### config.mk
export PLATFORM = sky130hd
export DESIGN_NAME = som_top
export DESIGN_NICKNAME = d
export VERILOG_FILES = /design/src/hdl/som_hyst_flag.v /design/src/hdl/som_top.v
export VERILOG_INCLUDE_DIRS = /design/src /design/src/pkg
export SDC_FILE = /design/constraint.sdc
export NUM_CORES = 1
export LEC_CHECK = 0
export BUFFER_PORTS_ARGS = -buffer_cell sky130_fd_sc_hd__clkbuf_2
export CAP_MARGIN = 20
export CORE_ASPECT_RATIO = 0.5
export CORE_UTILIZATION = 25
export CTS_CLUSTER_SIZE = 25
export DETAILED_ROUTE_END_ITERATION = 10
export SYNTH_ARGS = -nofsm -noshare
export SYNTH_HDL_FRONTEND = slang
export SYNTH_HIERARCHICAL = 1
export SYNTH_SLANG_ARGS = --single-unit
### constraint.sdc
create_clock -name CLK_IN -period 2.9 [get_ports CLK_IN]
set_input_delay 0.58 -clock CLK_IN [delete_from_list [all_inputs] [get_ports CLK_IN]]
set_output_delay 0.58 -clock CLK_IN [all_outputs]
set_load 0.05 [all_outputs]
### src/pkg/som_consts.vh
// Constants for the status output monitor: register map, fields, resets.
// Assumes a 32-bit Avalon-MM slave with word addresses in bytes.
`ifndef SOM_CONSTS_VH
`define SOM_CONSTS_VH

// -----------------------------------------------------------------
// Register byte offsets
// -----------------------------------------------------------------
`define SOM_OFF_CTRL 8'h00
`define SOM_OFF_START_FREQ 8'h04
`define SOM_OFF_PV_HIGH 8'h08
`define SOM_OFF_PV_LOW 8'h0c
`define SOM_OFF_SETPOINT 8'h10
`define SOM_OFF_STATUS 8'h14
`define SOM_OFF_IRQ_STAT 8'h18
`define SOM_OFF_IRQ_MASK 8'h1c
`define SOM_OFF_VOLT_MON 8'h20
`define SOM_OFF_CURR_MON 8'h24

// -----------------------------------------------------------------
// Control fields
// -----------------------------------------------------------------
`define SOM_CTRL_SRC_BIT 0
`define SOM_CTRL_DECEL_BIT 1
`define SOM_CTRL_LOSS_SEL_BIT 2
`define SOM_CTRL_STAGE_SEL_BIT 3

// -----------------------------------------------------------------
// Interrupt event bits
// -----------------------------------------------------------------
`define SOM_EV_LOSS_SET 0
`define SOM_EV_LOSS_CLR 1
`define SOM_EV_STAGE_SET 2
`define SOM_EV_STAGE_CLR 3

// -----------------------------------------------------------------
// Reset values and scaling
// -----------------------------------------------------------------
`define SOM_CTRL_RST 4'hf
`define SOM_START_FREQ_RST 16'h0000
`define SOM_PV_HIGH_RST 16'h0000
`define SOM_PV_LOW_RST 16'h0000
`define SOM_SETPOINT_RST 16'h0000
// Current input scale: code = microamps, 4 mA floor, 20 mA full scale
`define SOM_CURR_FLOOR_UA 16'h0fa0
`define SOM_CURR_FULL_UA 16'h4e20

`endif

### src/hdl/som_hyst_flag.v
// Hysteresis flag for the second-stage helper drive.
// Assumes the process value and limits share one percent scale.
`timescale 1ns/100ps

module som_hyst_flag
#(
    parameter W = 16
)
(
    // Clock and reset
    input wire clk,
    input wire rst_n,
    // Comparison inputs
    input wire run,
    input wire sample,
    input wire [W-1:0] value,
    input wire [W-1:0] low_lim,
    input wire [W-1:0] high_lim,
    // Flag
    output reg flag_q
);

    // -----------------------------------------------------------------
    // Two-threshold flag
    // -----------------------------------------------------------------
    // Between the limits the flag holds, giving the hysteresis band
    always @(posedge clk or negedge rst_n)
    begin
        if (!rst_n)
            flag_q <= 1'b0;
        else if (!run)
            flag_q <= 1'b0;
        else if (sample)
        begin
            if (value < low_lim)
                flag_q <= 1'b1; // see
            else if (value > high_lim)
                flag_q <= 1'b0;

        end
    end

endmodule

### src/hdl/som_top.v
// Status output monitor: reference-loss flag and second-stage flag.
// Assumes Avalon-MM master on CLK_IN; measurements synchronous to it.
//
// Overview of operation
// Loss flag set when voltage reference is below start frequency threshold.
// Loss flag also set when current reference is below 4 mA.
// Current reference spans 4 to 20 mA, 4 mA is range bottom.
// Reference loss is no trip; nothing latches, nothing to clear.
// Loss flag falls by itself once input is above threshold.
// On reference loss the drive decelerates to stop by default.
// Loss flag is selectable onto an intelligent output terminal.
// Run start with value below low limit sets stage flag at once.
// While running, value above high limit clears stage flag.
// Between limits after a high crossing, stage flag stays clear.
// While running, value below low limit sets stage flag again.
// Leaving run mode clears stage flag whatever the value.
// Setpoint and both limits use one percent scale.
// Helper drive runs forward while stage flag is set.
// Comparisons run on each sample strobe; flags clear on reset.
`timescale 1ns/100ps
`include "som_consts.vh"

module som_top
#(
    parameter W = 16
)
(
    // Clock and reset
    input wire CLK_IN,
    input wire RST_N_IN,
    // Avalon-MM slave
    input wire [7:0] AVS_ADDRESS_IN,
    input wire AVS_READ_IN,
    input wire AVS_WRITE_IN,
    input wire [31:0] AVS_WRITEDATA_IN,
    input wire [3:0] AVS_BYTEENABLE_IN,
    output reg [31:0] AVS_READDATA_OUT,
    output reg AVS_WAITREQUEST_OUT,
    // Drive measurements and run state
    input wire SAMPLE_IN,
    input wire FORWARD_RUN_CMD_IN,
    input wire [W-1:0] VOLT_REF_IN,
    input wire [W-1:0] CURRENT_REF_INPUT_IN,
    input wire [W-1:0] PROCESS_VALUE_IN,
    // Status outputs
    output reg INPUT_LOSS_FLAG_OUT,
    output reg SECOND_STAGE_FLAG_OUT,
    output reg TERMINAL_LOSS_OUT,
    output reg TERMINAL_STAGE_OUT,
    output reg DECEL_STOP_REQ_OUT,
    output reg IRQ_OUT
);

    // -----------------------------------------------------------------
    // Declarations
    // -----------------------------------------------------------------
    reg [3:0] ctrl_q;
    reg [W-1:0] start_freq_threshold_q;
    reg [W-1:0] pv_high_limit_q;
    reg [W-1:0] pv_low_limit_q;
    reg [W-1:0] setpoint_q;
    reg [3:0] irq_stat_q;
    reg [3:0] irq_mask_q;
    reg [3:0] irq_stat_d;
    reg input_loss_flag_q;
    reg loss_d;
    reg volt_loss;
    reg curr_loss;
    reg [W-1:0] curr_pct;
    reg ack_q;
    reg [31:0] rdata_d;
    reg [31:0] wr_word;
    reg prev_loss_q;
    reg prev_stage_q;
    wire second_stage_flag;
    wire bus_req;
    wire wr_go;
    wire rd_go;
    wire [3:0] events;

    // Merge a field write under byte enables
    function [31:0] merge;
        input [31:0] old;
        input [31:0] wdata;
        input [3:0] be;
        integer i;
        begin
            merge = old;
            for (i = 0; i < 4; i = i + 1)
                if (be[i])
                    merge[i*8 +: 8] = wdata[i*8 +: 8];
        end
    endfunction

    // Zero-extend a W-bit field into a bus word
    function [31:0] widen;
        input [W-1:0] v;
        begin
            widen = 32'h0000_0000;
            widen[W-1:0] = v;
        end
    endfunction

    // -----------------------------------------------------------------
    // Avalon-MM handshake
    // -----------------------------------------------------------------
    // One wait cycle per access: waitrequest falls in the second cycle
    assign bus_req = AVS_READ_IN | AVS_WRITE_IN;
    assign wr_go = AVS_WRITE_IN & ack_q;
    assign rd_go = AVS_READ_IN & ~ack_q;

    always @(posedge CLK_IN or negedge RST_N_IN)
    begin
        if (!RST_N_IN)
        begin
            ack_q <= 1'b0;
            AVS_WAITREQUEST_OUT <= 1'b1;
        end
        else
        begin
            // Drop waitrequest for exactly one edge, then rearm
            ack_q <= bus_req & ~ack_q;
            AVS_WAITREQUEST_OUT <= ~(bus_req & ~ack_q);
        end
    end

    // -----------------------------------------------------------------
    // Configuration registers
    // -----------------------------------------------------------------
    // Old contents come from the read mux, so byte enables merge cleanly
    always @*
    begin
        wr_word = merge(rdata_d, AVS_WRITEDATA_IN, AVS_BYTEENABLE_IN);
    end

    // Setpoint and limits share a percent scale; only the limits are compared, as is
    always @(posedge CLK_IN or negedge RST_N_IN)
    begin
        if (!RST_N_IN)
        begin
            ctrl_q <= `SOM_CTRL_RST;
            start_freq_threshold_q <= `SOM_START_FREQ_RST;
            pv_high_limit_q <= `SOM_PV_HIGH_RST;
            pv_low_limit_q <= `SOM_PV_LOW_RST;
            setpoint_q <= `SOM_SETPOINT_RST;
            irq_mask_q <= 4'h0;
        end
        else if (wr_go)
        begin
            case (AVS_ADDRESS_IN)
                `SOM_OFF_CTRL:
                    ctrl_q <= wr_word[3:0];
                `SOM_OFF_START_FREQ:
                    start_freq_threshold_q <= wr_word[W-1:0];
                `SOM_OFF_PV_HIGH:
                    pv_high_limit_q <= wr_word[W-1:0];
                `SOM_OFF_PV_LOW:
                    pv_low_limit_q <= wr_word[W-1:0];
                `SOM_OFF_SETPOINT:
                    setpoint_q <= wr_word[W-1:0];
                `SOM_OFF_IRQ_MASK:
                    irq_mask_q <= wr_word[3:0];
                default:
                    irq_mask_q <= irq_mask_q;
            endcase
        end
    end

    // -----------------------------------------------------------------
    // Reference-loss detection
    // -----------------------------------------------------------------
    // Purely combinational from the inputs; nothing latches, so no clear
    always @*
    begin
        volt_loss = VOLT_REF_IN < start_freq_threshold_q;
        // Current source counts only below the 4 mA floor
        curr_loss = CURRENT_REF_INPUT_IN < `SOM_CURR_FLOOR_UA;
        // Microamps above the floor, for the monitor register
        if (curr_loss)
            curr_pct = {W{1'b0}};
        else
            curr_pct = CURRENT_REF_INPUT_IN - `SOM_CURR_FLOOR_UA;
        // Voltage compare only used when that input is the source
        loss_d = (volt_loss & ctrl_q[`SOM_CTRL_SRC_BIT]) | curr_loss;
    end

    always @(posedge CLK_IN or negedge RST_N_IN)
    begin
        if (!RST_N_IN)
            input_loss_flag_q <= 1'b0;
        else if (SAMPLE_IN)
            input_loss_flag_q <= loss_d; // see
    end

    // -----------------------------------------------------------------
    // Second-stage hysteresis flag
    // -----------------------------------------------------------------
    som_hyst_flag #(.W(W)) u_stage
    (
        .clk(CLK_IN),
        .rst_n(RST_N_IN),
        .run(FORWARD_RUN_CMD_IN),
        .sample(SAMPLE_IN),
        .value(PROCESS_VALUE_IN),
        .low_lim(pv_low_limit_q),
        .high_lim(pv_high_limit_q),
        .flag_q(second_stage_flag)
    );

    // -----------------------------------------------------------------
    // Output terminals
    // -----------------------------------------------------------------
    // Registered so the helper drive sees a clean level
    always @(posedge CLK_IN or negedge RST_N_IN)
    begin
        if (!RST_N_IN)
        begin
            INPUT_LOSS_FLAG_OUT <= 1'b0;
            SECOND_STAGE_FLAG_OUT <= 1'b0;
            TERMINAL_LOSS_OUT <= 1'b0;
            TERMINAL_STAGE_OUT <= 1'b0;
            DECEL_STOP_REQ_OUT <= 1'b0;
        end
        else
        begin
            INPUT_LOSS_FLAG_OUT <= input_loss_flag_q;
            SECOND_STAGE_FLAG_OUT <= second_stage_flag;
            TERMINAL_LOSS_OUT <= input_loss_flag_q &
                ctrl_q[`SOM_CTRL_LOSS_SEL_BIT];
            TERMINAL_STAGE_OUT <= second_stage_flag &
                ctrl_q[`SOM_CTRL_STAGE_SEL_BIT];
            DECEL_STOP_REQ_OUT <= input_loss_flag_q &
                ctrl_q[`SOM_CTRL_DECEL_BIT];
        end
    end

    // -----------------------------------------------------------------
    // Interrupts
    // -----------------------------------------------------------------
    // Edge events of both flags; a set in the clearing cycle wins
    assign events = {prev_stage_q & ~second_stage_flag,
                     ~prev_stage_q & second_stage_flag,
                     prev_loss_q & ~input_loss_flag_q,
                     ~prev_loss_q & input_loss_flag_q};

    always @*
    begin
        irq_stat_d = irq_stat_q;
        if (wr_go && AVS_ADDRESS_IN == `SOM_OFF_IRQ_STAT &&
            AVS_BYTEENABLE_IN[0])
            irq_stat_d = irq_stat_d & ~AVS_WRITEDATA_IN[3:0];
        irq_stat_d = irq_stat_d | events;
    end

    always @(posedge CLK_IN or negedge RST_N_IN)
    begin
        if (!RST_N_IN)
        begin
            prev_loss_q <= 1'b0;
            prev_stage_q <= 1'b0;
            irq_stat_q <= 4'h0;
            IRQ_OUT <= 1'b0;
        end
        else
        begin
            prev_loss_q <= input_loss_flag_q;
            prev_stage_q <= second_stage_flag;
            irq_stat_q <= irq_stat_d;
            IRQ_OUT <= |(irq_stat_d & irq_mask_q);
        end
    end

    // -----------------------------------------------------------------
    // Read data
    // -----------------------------------------------------------------
    // Unmapped offsets read as zero; data stands with waitrequest low
    always @*
    begin
        case (AVS_ADDRESS_IN)
            `SOM_OFF_CTRL: rdata_d = {28'h0000000, ctrl_q};
            `SOM_OFF_START_FREQ: rdata_d = widen(start_freq_threshold_q);
            `SOM_OFF_PV_HIGH: rdata_d = widen(pv_high_limit_q);
            `SOM_OFF_PV_LOW: rdata_d = widen(pv_low_limit_q);
            `SOM_OFF_SETPOINT: rdata_d = widen(setpoint_q);
            `SOM_OFF_STATUS:
                rdata_d = {30'h0, second_stage_flag,
                    input_loss_flag_q};
            `SOM_OFF_IRQ_STAT: rdata_d = {28'h0000000, irq_stat_q};
            `SOM_OFF_IRQ_MASK: rdata_d = {28'h0000000, irq_mask_q};
            `SOM_OFF_VOLT_MON: rdata_d = widen(VOLT_REF_IN);
            `SOM_OFF_CURR_MON: rdata_d = widen(curr_pct);
            default: rdata_d = 32'h0000_0000;
        endcase
    end

    always @(posedge CLK_IN or negedge RST_N_IN)
    begin
        if (!RST_N_IN)
            AVS_READDATA_OUT <= 32'h0000_0000;
        else if (rd_go)
            AVS_READDATA_OUT <= rdata_d;
    end

endmodule

==> summary.txt <==
Status
  – Status: finished clean

Clocking
  – # Post-CTS Setup Buffers: 0
  – Reg clk slew, reported paths: 0.07 ns
  – Clock root cell: clkbuf_16
  – CTS tree: built
  – Clk Latency, worst-skew pair: 0.35 ns
  – Num CTS Buffers: 9
  – Sink Count: 102
  – Hold_buf cts: 0
  – Post-cts sizing count: 0
  – H-tree depth: 3
  – Max clock buf depth: 2

Global routing
  – All-Layer GR Usage: 15.1%
  – Total congestion overflow: 0
  – Largest net degree at the start of global routing: 47
  – First-pass GRT wire length: 31.7 mm
  – Initial antenna violation count: 0
  – Vias in the first global route: 5872

Placed design
  – Placement Setup Slack: 0.171 ns
  – Post-DP Area: 7600 sq um
  – Post-Place Cells: 1169
  – RePlAce Congestion: 0.892
  – Detailed placer's ending HPWL: 15.8 mm
  – # port buffers: 102

Run
  – Max-cap violations: 0

Pwr
  – Pwr per Cell Area: 425 nW/um^2
  – Clk pwr share: 40.1%
  – Total power: 3370 uW
  – Peak supply drop: 0.295 mV
  – Leak Pwr: 0.00335 uW
  – Pint: 2430 uW
  – Sw Share: 28.0%
  – Gate power share: 15.8%
  – Psw: 943 uW
  – Reg power frac: 44.1%

Timing
  – Worst-Margin Slew: 1.05 ns
  – Final setup viols: 0
  – Rel. slew slack: 29.5%
  – Tmin final: 2.41 ns
  – Final Slew Violations: 0
  – Sum Neg Setup Slack: 0 ns
  – Peak Freq: 414 MHz
  – Ratio of final minimum period to clock period: 83.2%
  – Final hold vios: 0
  – Worst Skew: 0.00937 ns
  – Final worst slack: 0.487 ns
  – RSZ-0062 raised after global routing: no

Floorplan
  – Num ports: 137
  – Initial Utilization: 25.7%
  – Core footprint: 25400 sq um
  – Die height: 116 um
  – Die X-Extent: 231 um
  – # rows: 41
  – Die area: 26800 sq um

Setup path
  – Req. time, crit path: 3.14 ns
  – Critical Path Fanout Max: 11
  – Critical path cell sequence: clkbuf_2 > nor2b_1 > a22oi_1 > o22ai_1 > a211oi_1 > buf_4 > o31ai_1
  – Critical setup path kind: input pin to register
  – WP data arrival: 2.66 ns
  – Crit end category: register
  – Worst-path cell with the longest stage delay: nor2b_1
  – Crit path launch type: input pin
  – Max stage delay on crit path: 0.86 ns

Drt
  – Drt wl/cell: 17.0 um
  – Routed wire length: 20.1 mm
  – ANT nets after route: 0
  – DR pass1 iterations: 5
  – DR DRC count: 0
  – Via-to-Cell Ratio: 5.02
  – Vias: 5950
  – Initial DRC Count: 452

Logic synthesis
  – Largest area contributor in the netlist: dfrtp_1
  – Main synth FF type: dfrtp_1
  – Seq/Total Area, Yosys: 39.2%
  – Synth Cell Area: 6530 sq um
  – Count of cell types in the netlist: 71
  – Count of state elements after synthesis: 102
  – Async SR Flop Fraction: 100%
  – Synth Area in Compound Gates: 22.3%
  – Synth Instances: 717
  – Number of synthesized flops with an enable pin: 0
  – Synth top area cells: dfrtp_1 (37%), ha_1 (9.0%), nand2_1 (5.7%), o31ai_1 (5.4%), o21ai_0 (3.8%)
  – Yosys warning count: 6
  – Synth top cells by count: nand2_1 (100), dfrtp_1 (97), inv_1 (54), o21ai_0 (50)
  – Mean post-synth cell area: 9.11 sq um
  – Multiplexer area fraction after synthesis: 3.91%
  – Top cell type's share of synthesized area: 37.2%
  – Most frequent cell after synthesis: nand2_1
  – Post-Synth XOR/XNOR Area: 0.805%
  – Simple-Gate Fraction of Synth Area: 17.4%
  – Largest family of logic cells by synthesized area: compound AO/OA/AOI/OAI gates
  – Fraction of the mapped netlist area in adder cells: 9.01%

Finish
  – Layout cells sized above 1: 23.3%
  – ANT cells: 0
  – Cell area after layout: 7930 sq um
  – Nets: 981
  – Fin cells: 1185
  – Area growth syn-to-layout: 21.5%

Hold path
  – Min-delay worst type: input pin to async pin
power groups by stage:
stage          clock network [uW]  registers, uW  logic [uW]
5_1_grt                      1430           1490         583
3_5_place_dp                    0           1510         530
2_1_floorplan                   0           1530         288
3_3_place_gp                    0           1510         519
6_report                     1350           1490         533
4_1_cts                      1380           1490         534
final timing paths:
kind | slack [ns] | start | end | depth (start not counted)
setup reg to reg | 0.92 | pv_high_limit_q[9] | u_stage/flag_q | 7
hold reg to reg | 0.48 | AVS_READDATA_OUT[12] | AVS_READDATA_OUT[12] | 2
hold / removal | 0.18 | RST_N_IN | IRQ_OUT | 1
setup / recovery | 0.49 | AVS_ADDRESS_IN[4] | pv_high_limit_q[7] | 7
max in group asynchronous | 1.96 | RST_N_IN | ctrl_q[0] | 2
min in group CLK_IN | 0.48 | AVS_READDATA_OUT[12] | AVS_READDATA_OUT[12] | 2
per-stage QoR:
step | util, % | hold slack [ns]
final | 31.2 | 0.177
after global routing | 31.2 | 0.201
after CTS | 31.2 | 0.189
after detailed placement | 29.9 | 0.469
after global placement | 29.9 | 0.462
after floorplan | - | 0.284
critical path: cells and delay by family:
| family | cells | cell delay, ns |
|---|---|---|
| AND/OR/NAND/NOR | 1 | 0.86 |
| AO/OA/AOI/OAI | 4 | 0.85 |
| buffers and inverters | 2 | 0.37 |
final cells by class:
class                           count  area (sq um)
Inverter                           54           203
Sequential cell                   102          2560
Clock buffer                       10           239
Timing Repair Buffer              144           853
Tap cell                          344           430
Multi-Input combinational cell    525          3560
Clock inverter                      6          92.6
Fill cell                        2708         17500
metal layers:
| metal | vias to the layer above | part of all wire [%] | wire [um] | track usage, % |
|---|---|---|---|---|
| li1 | 2844 | - | - | - |
| met4 | 0 | 2.8 | 567 | 5.43 |
| met5 | - | 0 | 0 | 0 |
| met3 | 39 | 5.2 | 1050 | 2.49 |
| met2 | 174 | 50 | 9980 | 26.9 |
| met1 | 2893 | 42 | 8550 | 18.7 |
cells in the final DEF, fill, tap and decap left out, drive strengths merged, types with 3 or more instances in the layout:
cell,instances
a211o,3
a211oi,11
a21o,7
a21oi,20
a22oi,29
a32oi,3
and2,5
and4,3
buf,43
clkbuf,111
conb,16
dfrtp,97
dfstp,5
ha,47
inv,56
mux2,16
mux2i,3
nand2,100
nand2b,7
nand3,9
nand4,11
nor2,24
nor2b,17
nor3,15
nor3b,5
nor4,10
nor4b,5
o21ai,51
o22ai,8
o2bb2ai,3
o31ai,47
o41ai,6
or4,4
xnor2,5
logic make-up after synthesis:
| group | Yosys count |
|---|---|
| AOI/OAI and AO/OA | 209 |
| xor gates and xnor gates | 6 |
| adders and majority gates | 47 |
| buffers and inverters | 105 |
| DFF | 102 |
| muxes | 21 |
| other | 1 |
| and+or+nand+nor | 226 |
registers in the layout, summed over array words and instances (netlist names), 4 cells and up:
signal                  flops
ctrl_q                      4
pv_high_limit_q            16
setpoint_q                 16
irq_stat_q                  4
pv_low_limit_q             16
irq_mask_q                  4
AVS_READDATA_OUT           16
start_freq_threshold_q     16
No activity file was read; power rests on OpenSTA's default activity.
